## config.mk

```make
export PLATFORM = sky130hd
export DESIGN_NAME = can_irq_timing_regs
export DESIGN_NICKNAME = d
export VERILOG_FILES = /design/src/can_regs_pkg.sv /design/src/can_error_counters.sv /design/src/can_irq_timing_regs.sv /design/src/can_quantum_divider.sv
export SDC_FILE = /design/constraint.sdc
export NUM_CORES = 1
export LEC_CHECK = 0
export ABC_AREA = 1
export BUFFER_PORTS_ARGS = -buffer_cell sky130_fd_sc_hd__buf_4
export CORE_MARGIN = 2
export CORE_UTILIZATION = 39
export DETAILED_ROUTE_END_ITERATION = 10
export PLACE_DENSITY = 0.69
export SLEW_MARGIN = 20
export SYNTH_ARGS = -nofsm -noshare
export SYNTH_HDL_FRONTEND = slang
export SYNTH_SLANG_ARGS = --single-unit
```

## constraint.sdc

```tcl
create_clock -name mclk -period 2.2 [get_ports mclk]
set_input_delay 0 -clock mclk [delete_from_list [all_inputs] [get_ports mclk]]
set_output_delay 0 -clock mclk [all_outputs]
set_load 0.1 [all_outputs]
```

## src/can_regs_pkg.sv

```systemverilog
// Register map, field layout and timing constants of the CAN register block.
package can_regs_pkg;

  // --------------------
  // Bus geometry and answers
  // --------------------
  localparam int          AXI_ADDR_W    = 8;
  localparam int          AXI_DATA_W    = 32;
  localparam logic [1:0]  RESP_OKAY     = 2'h0;
  localparam logic [1:0]  RESP_DECERR   = 2'h3;

  // --------------------
  // Register byte offsets
  // --------------------
  localparam logic [7:0]  OFF_IRQ_ENABLE   = 8'h00;
  localparam logic [7:0]  OFF_ERROR_COUNTS = 8'h04;
  localparam logic [7:0]  OFF_BIT_TIMING   = 8'h08;
  localparam logic [7:0]  OFF_IRQ_FLAGS    = 8'h0c;

  typedef enum logic [2:0] {
    SEL_NONE   = 3'h0,
    SEL_ENABLE = 3'h1,
    SEL_COUNTS = 3'h3,
    SEL_TIMING = 3'h2,
    SEL_FLAGS  = 3'h6
  } reg_sel_t;

  // --------------------
  // Interrupt flag and enable bit positions
  // --------------------
  localparam int          BIT_BAD_MSG   = 7;
  localparam int          BIT_WAKE      = 6;
  localparam int          BIT_ERR       = 5;
  localparam int          BIT_FIFO_FULL = 3;
  localparam int          BIT_RX_OVF    = 2;
  localparam int          BIT_RX_BUF    = 1;
  localparam int          BIT_TX_BUF    = 0;
  localparam logic [7:0]  IRQ_BITS_MASK = 8'hef;
  localparam logic [7:0]  IRQ_ENABLE_RST = 8'h00;
  localparam logic [7:0]  IRQ_FLAGS_RST  = 8'h00;

  // --------------------
  // Bit timing fields
  // --------------------
  localparam int          SJW_LSB        = 6;
  localparam int          PRESCALER_W    = 6;
  localparam logic [7:0]  BIT_TIMING_RST = 8'h00;

  // --------------------
  // Fault confinement limits
  // --------------------
  localparam logic [7:0]  ERR_COUNT_RST  = 8'h00;
  localparam logic [7:0]  WARN_LIMIT     = 8'h60;
  localparam logic [7:0]  PASSIVE_LIMIT  = 8'h80;
  localparam logic [7:0]  REC_REENTRY    = 8'h78;
  localparam logic [7:0]  ERR_STEP_BIG   = 8'h08;
  localparam logic [7:0]  ERR_STEP_ONE   = 8'h01;

endpackage : can_regs_pkg

```

## src/can_error_counters.sv

```systemverilog
// Transmit and receive error counters with fault confinement updates.
`timescale 1ns/10ps
module can_error_counters (
  // Clock and reset
  input  wire logic       mclk,
  input  wire logic       reset,
  // Protocol engine events
  input  wire logic       txErrorEvent,
  input  wire logic       txSuccessEvent,
  input  wire logic       rxErrorEvent,
  input  wire logic       rxSevereErrorEvent,
  input  wire logic       rxSuccessEvent,
  input  wire logic       busOffRecover,
  // Counter state
  output logic [7:0]      txErrCount,
  output logic [7:0]      rxErrCount,
  output logic            busOff
);

  wire txOverflow = txErrCount > (8'hff - can_regs_pkg::ERR_STEP_BIG);
  wire [7:0] rxStep = rxSevereErrorEvent ? can_regs_pkg::ERR_STEP_BIG
                                         : can_regs_pkg::ERR_STEP_ONE;
  wire rxSat = rxErrCount > (8'hff - rxStep);

  always_ff @(posedge mclk) begin
    if (reset || busOffRecover) begin
      txErrCount <= can_regs_pkg::ERR_COUNT_RST; // RQ9
      busOff     <= 1'b0;
    end else if (txErrorEvent) begin
      txErrCount <= txOverflow ? 8'hff : txErrCount + can_regs_pkg::ERR_STEP_BIG; // RQ16
      busOff     <= busOff | txOverflow; // RQ16
    end else if (txSuccessEvent && txErrCount != 8'h00) begin
      txErrCount <= txErrCount - can_regs_pkg::ERR_STEP_ONE; // RQ16
    end
  end

  always_ff @(posedge mclk) begin
    if (reset || busOffRecover) begin
      rxErrCount <= can_regs_pkg::ERR_COUNT_RST; // RQ10
    end else if (rxErrorEvent || rxSevereErrorEvent) begin
      rxErrCount <= rxSat ? 8'hff : rxErrCount + rxStep; // RQ16
    end else if (rxSuccessEvent) begin
      if (rxErrCount >= can_regs_pkg::PASSIVE_LIMIT) begin
        rxErrCount <= can_regs_pkg::REC_REENTRY; // RQ16
      end else if (rxErrCount != 8'h00) begin
        rxErrCount <= rxErrCount - can_regs_pkg::ERR_STEP_ONE; // RQ16
      end
    end
  end

endmodule : can_error_counters

```

## src/can_irq_timing_regs.sv

```systemverilog
// CAN interrupt enable, error count and bit timing registers behind AXI4-Lite.
//
// Operation
// RQ1 - Bits 15..8 and bit 4 of the enable register and bits 15..8 of the timing register read 0.
// RQ2 - Enable bit 7 lets an invalid-message flag interrupt and resets to 0.
// RQ3 - Enable bit 6 lets a bus wake-up flag interrupt and resets to 0.
// RQ4 - Enable bit 5 lets the combined error flag interrupt and resets to 0.
// RQ5 - Enable bit 3 lets the receive FIFO almost-full flag interrupt and resets to 0.
// RQ6 - Enable bit 2 lets a receive overflow flag interrupt and resets to 0.
// RQ7 - Enable bit 1 lets a receive buffer full flag interrupt and resets to 0.
// RQ8 - Enable bit 0 lets a transmit buffer flag interrupt and resets to 0.
// RQ9 - The transmit error count reads in bits 15..8 of the count register, 0 after reset.
// RQ10 - The receive error count reads in bits 7..0 of the count register, 0 after reset.
// RQ11 - Timing bits 7..6 pick a jump width of one to four quanta and reset to 0.
// RQ12 - Timing bits 5..0 set a quantum of 2 x (field + 1) module clocks.
// RQ13 - Each enable bit gates the flag at the same bit position.
// RQ14 - The combined error flag collects the error state bits 13..8 of the flag register.
// RQ15 - The interrupt output is high while any flag and its enable are both set.
// RQ16 - The error counters follow the CAN fault confinement rules from engine events.
`timescale 1ns/10ps
module can_irq_timing_regs (
  // Clock and reset
  input  wire logic        mclk,
  input  wire logic        reset,
  // AXI4-Lite write address
  input  wire logic [7:0]  awaddr,
  input  wire logic [2:0]  awprot,
  input  wire logic        awvalid,
  output logic             awready,
  // AXI4-Lite write data
  input  wire logic [31:0] wdata,
  input  wire logic [3:0]  wstrb,
  input  wire logic        wvalid,
  output logic             wready,
  // AXI4-Lite write response
  output logic [1:0]       bresp,
  output logic             bvalid,
  input  wire logic        bready,
  // AXI4-Lite read address
  input  wire logic [7:0]  araddr,
  input  wire logic [2:0]  arprot,
  input  wire logic        arvalid,
  output logic             arready,
  // AXI4-Lite read data
  output logic [31:0]      rdata,
  output logic [1:0]       rresp,
  output logic             rvalid,
  input  wire logic        rready,
  // Interrupt source events
  input  wire logic        badMsgEvent,
  input  wire logic        wakeEvent,
  input  wire logic        fifoFullEvent,
  input  wire logic        rxOverflowEvent,
  input  wire logic        rxBufferEvent,
  input  wire logic        txBufferEvent,
  // Fault confinement events
  input  wire logic        txErrorEvent,
  input  wire logic        txSuccessEvent,
  input  wire logic        rxErrorEvent,
  input  wire logic        rxSevereErrorEvent,
  input  wire logic        rxSuccessEvent,
  input  wire logic        busOffRecover,
  // Bit timing outputs
  output logic             tqTick,
  output logic [2:0]       syncJumpQuanta,
  // Interrupt
  output logic             irq
);

  // --------------------
  // Address decode
  // --------------------
  function automatic can_regs_pkg::reg_sel_t decodeAddr(input logic [7:0] addr);
    can_regs_pkg::reg_sel_t sel;
    sel = can_regs_pkg::SEL_NONE;
    unique case (addr)
      can_regs_pkg::OFF_IRQ_ENABLE:   sel = can_regs_pkg::SEL_ENABLE;
      can_regs_pkg::OFF_ERROR_COUNTS: sel = can_regs_pkg::SEL_COUNTS;
      can_regs_pkg::OFF_BIT_TIMING:   sel = can_regs_pkg::SEL_TIMING;
      can_regs_pkg::OFF_IRQ_FLAGS:    sel = can_regs_pkg::SEL_FLAGS;
      default:                        sel = can_regs_pkg::SEL_NONE;
    endcase
    return sel;
  endfunction : decodeAddr

  // --------------------
  // Register state
  // --------------------
  logic [7:0]  irqEnable_q;
  logic [7:0]  bitTiming_q;
  logic [7:0]  irqFlags_q;
  logic [5:0]  errState_q;
  logic [7:0]  awaddr_q;
  logic [7:0]  wdata_q;
  logic [0:0]  wstrb_q;
  logic [7:0]  txErrCount;
  logic [7:0]  rxErrCount;
  logic        busOff;

  // --------------------
  // Write channel
  // --------------------
  // Address and data are each taken once and held until the response is
  // accepted, so either may arrive first and only one write is open.
  wire awTake  = awvalid && awready;
  wire wTake   = wvalid && wready;
  wire wrFire  = !awready && !wready && !bvalid;
  wire bDone   = bvalid && bready;

  wire can_regs_pkg::reg_sel_t wrSel = decodeAddr(awaddr_q);
  wire wrMapped   = (wrSel != can_regs_pkg::SEL_NONE);
  wire wrEnable   = wrFire && (wrSel == can_regs_pkg::SEL_ENABLE) && wstrb_q[0];
  wire wrTiming   = wrFire && (wrSel == can_regs_pkg::SEL_TIMING) && wstrb_q[0];
  wire wrFlags    = wrFire && (wrSel == can_regs_pkg::SEL_FLAGS) && wstrb_q[0];

  always_ff @(posedge mclk) begin
    if (reset) begin
      awready  <= 1'b1;
      awaddr_q <= 8'h00;
    end else if (awTake) begin
      awready  <= 1'b0;
      awaddr_q <= awaddr;
    end else if (bDone) begin
      awready  <= 1'b1;
    end
  end

  always_ff @(posedge mclk) begin
    if (reset) begin
      wready  <= 1'b1;
      wdata_q <= 8'h00;
      wstrb_q <= 1'b0;
    end else if (wTake) begin
      wready  <= 1'b0;
      wdata_q <= wdata[7:0];
      wstrb_q <= wstrb[0];
    end else if (bDone) begin
      wready  <= 1'b1;
    end
  end

  always_ff @(posedge mclk) begin
    if (reset) begin
      bvalid <= 1'b0;
      bresp  <= can_regs_pkg::RESP_OKAY;
    end else if (wrFire) begin
      bvalid <= 1'b1;
      bresp  <= wrMapped ? can_regs_pkg::RESP_OKAY : can_regs_pkg::RESP_DECERR;
    end else if (bDone) begin
      bvalid <= 1'b0;
    end
  end

  // --------------------
  // Interrupt enable and bit timing registers
  // --------------------
  // Upper byte lane carries no storage in either register, so its strobe
  // is ignored and the bits always read back as zero.
  wire [7:0] enableWrite = wdata_q[7:0] & can_regs_pkg::IRQ_BITS_MASK; // RQ1

  always_ff @(posedge mclk) begin
    if (reset) begin
      irqEnable_q <= can_regs_pkg::IRQ_ENABLE_RST; // RQ2 RQ3 RQ4 RQ5 RQ6 RQ7 RQ8
    end else if (wrEnable) begin
      irqEnable_q <= enableWrite; // RQ2 RQ3 RQ4 RQ5 RQ6 RQ7 RQ8
    end
  end

  always_ff @(posedge mclk) begin
    if (reset) begin
      bitTiming_q <= can_regs_pkg::BIT_TIMING_RST; // RQ11
    end else if (wrTiming) begin
      bitTiming_q <= wdata_q[7:0]; // RQ11
    end
  end

  wire [1:0] syncJumpWidth = bitTiming_q[can_regs_pkg::SJW_LSB +: 2];
  wire [can_regs_pkg::PRESCALER_W-1:0] quantumPrescaler =
    bitTiming_q[can_regs_pkg::PRESCALER_W-1:0];

  always_ff @(posedge mclk) begin
    if (reset) begin
      syncJumpQuanta <= 3'h1;
    end else begin
      syncJumpQuanta <= {1'b0, syncJumpWidth} + 3'h1; // RQ11
    end
  end

  can_quantum_divider quantumDivider (
    .mclk             (mclk),
    .reset            (reset),
    .quantumPrescaler (quantumPrescaler),
    .tqTick           (tqTick)
  );

  // --------------------
  // Error counters and error state
  // --------------------
  can_error_counters errorCounters (
    .mclk               (mclk),
    .reset              (reset),
    .txErrorEvent       (txErrorEvent),
    .txSuccessEvent     (txSuccessEvent),
    .rxErrorEvent       (rxErrorEvent),
    .rxSevereErrorEvent (rxSevereErrorEvent),
    .rxSuccessEvent     (rxSuccessEvent),
    .busOffRecover      (busOffRecover),
    .txErrCount         (txErrCount),
    .rxErrCount         (rxErrCount),
    .busOff             (busOff)
  );

  wire txWarn    = txErrCount >= can_regs_pkg::WARN_LIMIT;
  wire rxWarn    = rxErrCount >= can_regs_pkg::WARN_LIMIT;
  wire txPassive = txErrCount >= can_regs_pkg::PASSIVE_LIMIT;
  wire rxPassive = rxErrCount >= can_regs_pkg::PASSIVE_LIMIT;
  // Order: bus off, tx passive, rx passive, tx warn, rx warn, any warn.
  wire [5:0] errState = {busOff, txPassive, rxPassive, txWarn, rxWarn, txWarn | rxWarn};
  wire       errRise  = |(errState & ~errState_q); // RQ14

  always_ff @(posedge mclk) begin
    if (reset) begin
      errState_q <= 6'h00;
    end else begin
      errState_q <= errState; // RQ14
    end
  end

  // --------------------
  // Interrupt flags
  // --------------------
  // A source pulse in the clearing cycle survives: set is applied after clear.
  wire [7:0] flagSet;
  assign flagSet[can_regs_pkg::BIT_BAD_MSG]   = badMsgEvent;
  assign flagSet[can_regs_pkg::BIT_WAKE]      = wakeEvent;
  assign flagSet[can_regs_pkg::BIT_ERR]       = errRise; // RQ14
  assign flagSet[4]                           = 1'b0;
  assign flagSet[can_regs_pkg::BIT_FIFO_FULL] = fifoFullEvent;
  assign flagSet[can_regs_pkg::BIT_RX_OVF]    = rxOverflowEvent;
  assign flagSet[can_regs_pkg::BIT_RX_BUF]    = rxBufferEvent;
  assign flagSet[can_regs_pkg::BIT_TX_BUF]    = txBufferEvent;

  wire [7:0] flagClear = wrFlags ? (wdata_q[7:0] & can_regs_pkg::IRQ_BITS_MASK) : 8'h00;
  wire [7:0] irqFlags_d = (irqFlags_q & ~flagClear) | flagSet;
  wire [7:0] pending    = irqFlags_q & irqEnable_q; // RQ13

  always_ff @(posedge mclk) begin
    if (reset) begin
      irqFlags_q <= can_regs_pkg::IRQ_FLAGS_RST;
      irq        <= 1'b0;
    end else begin
      irqFlags_q <= irqFlags_d;
      irq        <= |pending; // RQ15
    end
  end

  // --------------------
  // Read channel
  // --------------------
  wire arTake = arvalid && arready;
  wire rDone  = rvalid && rready;
  wire can_regs_pkg::reg_sel_t rdSel = decodeAddr(araddr);

  wire [15:0] enableWord = {8'h00, irqEnable_q & can_regs_pkg::IRQ_BITS_MASK}; // RQ1
  wire [15:0] countWord  = {txErrCount, rxErrCount}; // RQ9 RQ10
  wire [15:0] timingWord = {8'h00, bitTiming_q}; // RQ1
  wire [15:0] flagWord   = {2'h0, errState_q, irqFlags_q}; // RQ14

  wire [15:0] rdWord =
    (rdSel == can_regs_pkg::SEL_ENABLE) ? enableWord :
    (rdSel == can_regs_pkg::SEL_COUNTS) ? countWord  :
    (rdSel == can_regs_pkg::SEL_TIMING) ? timingWord :
    (rdSel == can_regs_pkg::SEL_FLAGS)  ? flagWord   : 16'h0000;
  wire rdMapped = (rdSel != can_regs_pkg::SEL_NONE);

  always_ff @(posedge mclk) begin
    if (reset) begin
      arready <= 1'b1;
      rvalid  <= 1'b0;
      rdata   <= 32'h0000_0000;
      rresp   <= can_regs_pkg::RESP_OKAY;
    end else if (arTake) begin
      arready <= 1'b0;
      rvalid  <= 1'b1;
      rdata   <= {16'h0000, rdWord};
      rresp   <= rdMapped ? can_regs_pkg::RESP_OKAY : can_regs_pkg::RESP_DECERR;
    end else if (rDone) begin
      arready <= 1'b1;
      rvalid  <= 1'b0;
    end
  end

endmodule : can_irq_timing_regs

```

## src/can_quantum_divider.sv

```systemverilog
// Time quantum divider: one-cycle enable every 2 x (prescaler + 1) module clocks.
`timescale 1ns/10ps
module can_quantum_divider (
  // Clock and reset
  input  wire logic                                mclk,
  input  wire logic                                reset,
  // Prescaler field
  input  wire logic [can_regs_pkg::PRESCALER_W-1:0] quantumPrescaler,
  // Quantum enable
  output logic                                     tqTick
);

  logic [can_regs_pkg::PRESCALER_W:0] count_q;
  wire  [can_regs_pkg::PRESCALER_W:0] terminal = {quantumPrescaler, 1'b1};
  // A lowered prescaler never strands the counter above the new terminal.
  wire                                atEnd    = (count_q >= terminal);

  always_ff @(posedge mclk) begin
    if (reset) begin
      count_q <= '0;
      tqTick  <= 1'b0;
    end else begin
      count_q <= atEnd ? '0 : count_q + 1'b1; // RQ12
      tqTick  <= atEnd; // RQ12
    end
  end

endmodule : can_quantum_divider

```

==> impl_summary.log <==
[metrics] P_leak: approximately 2.8 nW
[metrics] number of antenna violations at the first check in global routing: 0
[metrics] global route overflow: 0
[metrics] ys async rst share: 0%
[metrics] total of max-cap violations: 0
[metrics] Net Sw Frac: around a third
[metrics] most repeated cell in the gate-level netlist after synthesis: sky130_fd_sc_hd__nand2_1
[metrics] number of cells on the worst hold path: 4
[metrics] Util after Layout: about 49%
[metrics] total area of multi-input combinational cells: 0.00257 mm2
[metrics] stage delay of the slowest cell on the critical path: 910 ps
[metrics] area taken by flip-flops and latches: 0.00194 mm2
[metrics] highest ir drop seen on vdd: 0.493 mV
[metrics] die width: 118 um
[metrics] post-route minimum period: 1710 ps
[metrics] share of the synthesized area in the top cell type: 38.6%
[metrics] sequential-to-total area share from yosys stat: 38.6%
[metrics] number of antenna diodes: 0
[metrics] final setup skew: 13.8 ps
[metrics] largest driver fanout on the critical path: between 40 and 50
[metrics] die extent in y: 118 um
[metrics] share of total power in combinational logic: between 20% and 30%
[metrics] largest net degree at the start of global routing: 42
[metrics] Post CTS Setup Buffer Count: 0
[metrics] DR vias: 4700
[metrics] list of cells traversed by the critical path: buf_4 > clkinv_1 > nand2_1 > nor3_1
[metrics] Hold-fix buffers, CTS: 28
[metrics] I/O pin count: 123
[metrics] switching power summed over all nets: 0.00159 W
[metrics] register-to-register setup slack: 570 ps
[metrics] number of distinct library cell variants in the gate-level netlist after synthesis: 41
[metrics] dominant cells by area after synthesis: sky130_fd_sc_hd__dfxtp_1 (39%), sky130_fd_sc_hd__nand2_1 (8.7%), sky130_fd_sc_hd__a21oi_1 (6.8%), sky130_fd_sc_hd__nor2_1 (6.7%), sky130_fd_sc_hd__o21ai_0 (6.4%)
[metrics] arrival time of data at the critical path endpoint: 1930 ps
[metrics] critical path's top delay family: buffers and inverters
[metrics] CP bufs+invs: 2
[metrics] final weighted congestion of routability-driven global placement: around 0.96
[metrics] fin crit share: 77.6%
[metrics] yosys warns: 0
[metrics] worst rel slew slack: 31.8%
[metrics] Yosys reg bits: 97
[metrics] core box area: 0.0126 mm2
[metrics] Synth Instances: 712
[metrics] commonest cells in the netlist: sky130_fd_sc_hd__nand2_1 (117), sky130_fd_sc_hd__dfxtp_1 (97), sky130_fd_sc_hd__nor2_1 (90)
[metrics] final worst slack: 493 ps
[metrics] library cell with the largest summed area after synthesis: sky130_fd_sc_hd__dfxtp_1
[metrics] clock latency of the later-clocked register in the worst-skew pair: 350 ps
[metrics] Power Dens Cells: approximately 760 mW/mm2
[metrics] most frequently used flop master after synthesis: sky130_fd_sc_hd__dfxtp_1
[metrics] total negative slack: 0 ps
[metrics] CP max-delay cell: sky130_fd_sc_hd__clkinv_1
[metrics] Die ar.: 0.0138 mm2
[metrics] initial core utilization: 39.8%
[metrics] combined global-route utilization of all metal layers: approximately 18%
[metrics] clock network power share: 35.6%
[metrics] IO Port Bufs: 73
[metrics] unrepaired setup endpoints after global routing: false
[metrics] cts repair resizes: 0
[metrics] hold wc startpoint: busOffRecover
[metrics] Final Hold Violating Endpoints: 0
[metrics] worst slack at placement: 408 ps
[metrics] share of layout cells above drive strength 1: 15.8%
[metrics] Reg-to-Reg Start: bvalid
[metrics] Final Non-Filler Cells: 978
[metrics] number of setup violations in the final report: 0
[metrics] CTS tree: done
[metrics] Worst Setup End Kind: register
[metrics] CTS Root Buffer Type: sky130_fd_sc_hd__clkbuf_16
[metrics] Reg clk slew, reported paths: about 70 ps
[metrics] final slew viol count: 0
[metrics] run status: finished clean
[metrics] Internal Power: 0.00312 W
[metrics] sink count of the clock tree: 97
[metrics] drt wl/cell: 12.7 um
[metrics] clock buffers created by TritonCTS: 9
[metrics] vias in the first global route: 4320
[metrics] H-tree Lvls: 3
[metrics] sequential cell fraction of total power: between 40% and 50%
[metrics] fillers: roughly 1300
[metrics] instance count after placement with tap cells included: 934
[metrics] path type of the worst setup path: in -> reg
[metrics] post-detail-place hpwl: roughly 9 mm
[metrics] Crit Reg-Reg Endpoint: irqFlags_q[0]
[metrics] number of flops mapped to enable cells by yosys: 0
[metrics] hold crit path type: in -> reg
[metrics] total length of routed wires: 12.4 mm
[metrics] area grow syn2layout: 23.6%
[metrics] peak clock frequency supported by timing: 586 MHz
[metrics] wire length of the first global-routing pass: approximately 20 mm
[metrics] DRT iter0 DRCs: 217
[metrics] net count of the finished layout: 897
[metrics] CTS Buffer Depth: 2
[metrics] number of core rows: 41
[metrics] mean instance size in the synthesized netlist: 7.06 um2
[metrics] detailed-route DRC error count: 0
[metrics] Syn Std Cell Area: 0.00502 mm2
[metrics] Antenna Nets Post-Route: 0
[metrics] router iterations before antenna repair: 5
[metrics] via count normalized by instance count: 4.81
[metrics] hold-critical path endpoint: errorCounters.rxErrCount[5]
[metrics] cells on worst reg2reg path: 5
[metrics] Worst-Margin Slew: 1020 ps
[metrics] Setup crit start kind: primary input
[metrics] Worst Path Required: 2420 ps
worst max-delay path by stage:
stage | from | to | slack, ps | cells past startpoint
CTS | bvalid | irqFlags_q[2] | 590 | 5
finish | reset | quantumDivider.count_q[2] | 490 | 4
floorplan | arready | rresp[0] | 300 | 5
global route | reset | quantumDivider.count_q[3] | 260 | 4
global placement | reset | quantumDivider.count_q[2] | 470 | 4
detailed placement | reset | quantumDivider.count_q[2] | 410 | 4
worst register-to-register path: cells and delay by family (launching register included):
| family | cells | cell delay, ps |
|---|---|---|
| AOI/OAI and AO/OA | 2 | 360 |
| DFF | 1 | 340 |
| and+or+nand+nor | 2 | 560 |
| buffers and inverters | 1 | 240 |
power groups by stage:
stage | clock network, W | registers, W | logic [W]
floorplan | 0 | 0.00219 | 0.000623
global placement | 0 | 0.00200 | 0.00102
detailed placement | 0 | 0.00200 | 0.00103
CTS | 0.00170 | 0.00196 | 0.00107
global route | 0.00178 | 0.00198 | 0.00118
finish | 0.00167 | 0.00196 | 0.00107
layer usage:
metal / vias to the layer above / GRT usage, % / wire [um]
met2: 110 / 29.1 / 5620
met1: 2113 / 24.6 / 6090
met4: 0 / 4.29 / 142
li1: 2465 / - / -
met3: 12 / 3.73 / 536
met5: - / 0 / 0
registers in the layout (all words and copies together), names as in the netlist, 6 cells and up:
| signal | cells |
|---|---|
| rdata | 16 |
| quantumDivider.count_q | 7 |
| errorCounters.rxErrCount | 8 |
| wdata_q | 8 |
| irqFlags_q | 7 |
| awaddr_q | 8 |
| errorCounters.txErrCount | 8 |
| bitTiming_q | 8 |
| errState_q | 6 |
| irqEnable_q | 7 |
layout make-up:
class / instances / share of cell area (%)
clock buffers: 10 / 3.85
clock inverters: 6 / 1.27
inverters: 82 / 5.00
multi-input cells: 507 / 41.5
flip-flops and latches: 97 / 31.3
well taps: 172 / 3.46
repair buffers: 104 / 13.7
cell usage in the layout (no fill, tap or decap), drive strengths merged:
cell and instances:
conb 16, dfxtp 97, inv 84, xor2 9
xnor2 4, clkbuf 10, nor3 8, a31oi 1
clkinv 3, a221oi 1, or2 2, o21a 1
o21ai 77, a22o 1, and2 1, nand2 124
o22ai 1, o211ai 2, nand3 57, nand4 11
nor2 101, nand3b 2, bufinv 1, buf 76
dlygate4sd3 28, ha 19, a21oi 69
cell families after synthesis:
group           synth area share (%)
xor+xnor                        2.27
compound gates                  15.7
fa+ha+maj                       4.73
other cells                   0.0746
flops                           38.6
simple gates                    27.4
buf+inv                         11.2
stage by stage:
stage | cell area, um2 | power (W) | hold slack, ps
global route | 6210 | 0.00493 | 32.9
detailed placement | 5610 | 0.00303 | 262
CTS | 6210 | 0.00473 | 13.7
finish | 6210 | 0.00470 | 14.3
global placement | 5610 | 0.00302 | 257
floorplan | 5080 | 0.00281 | 134
(Power assumes the default switching activity.)
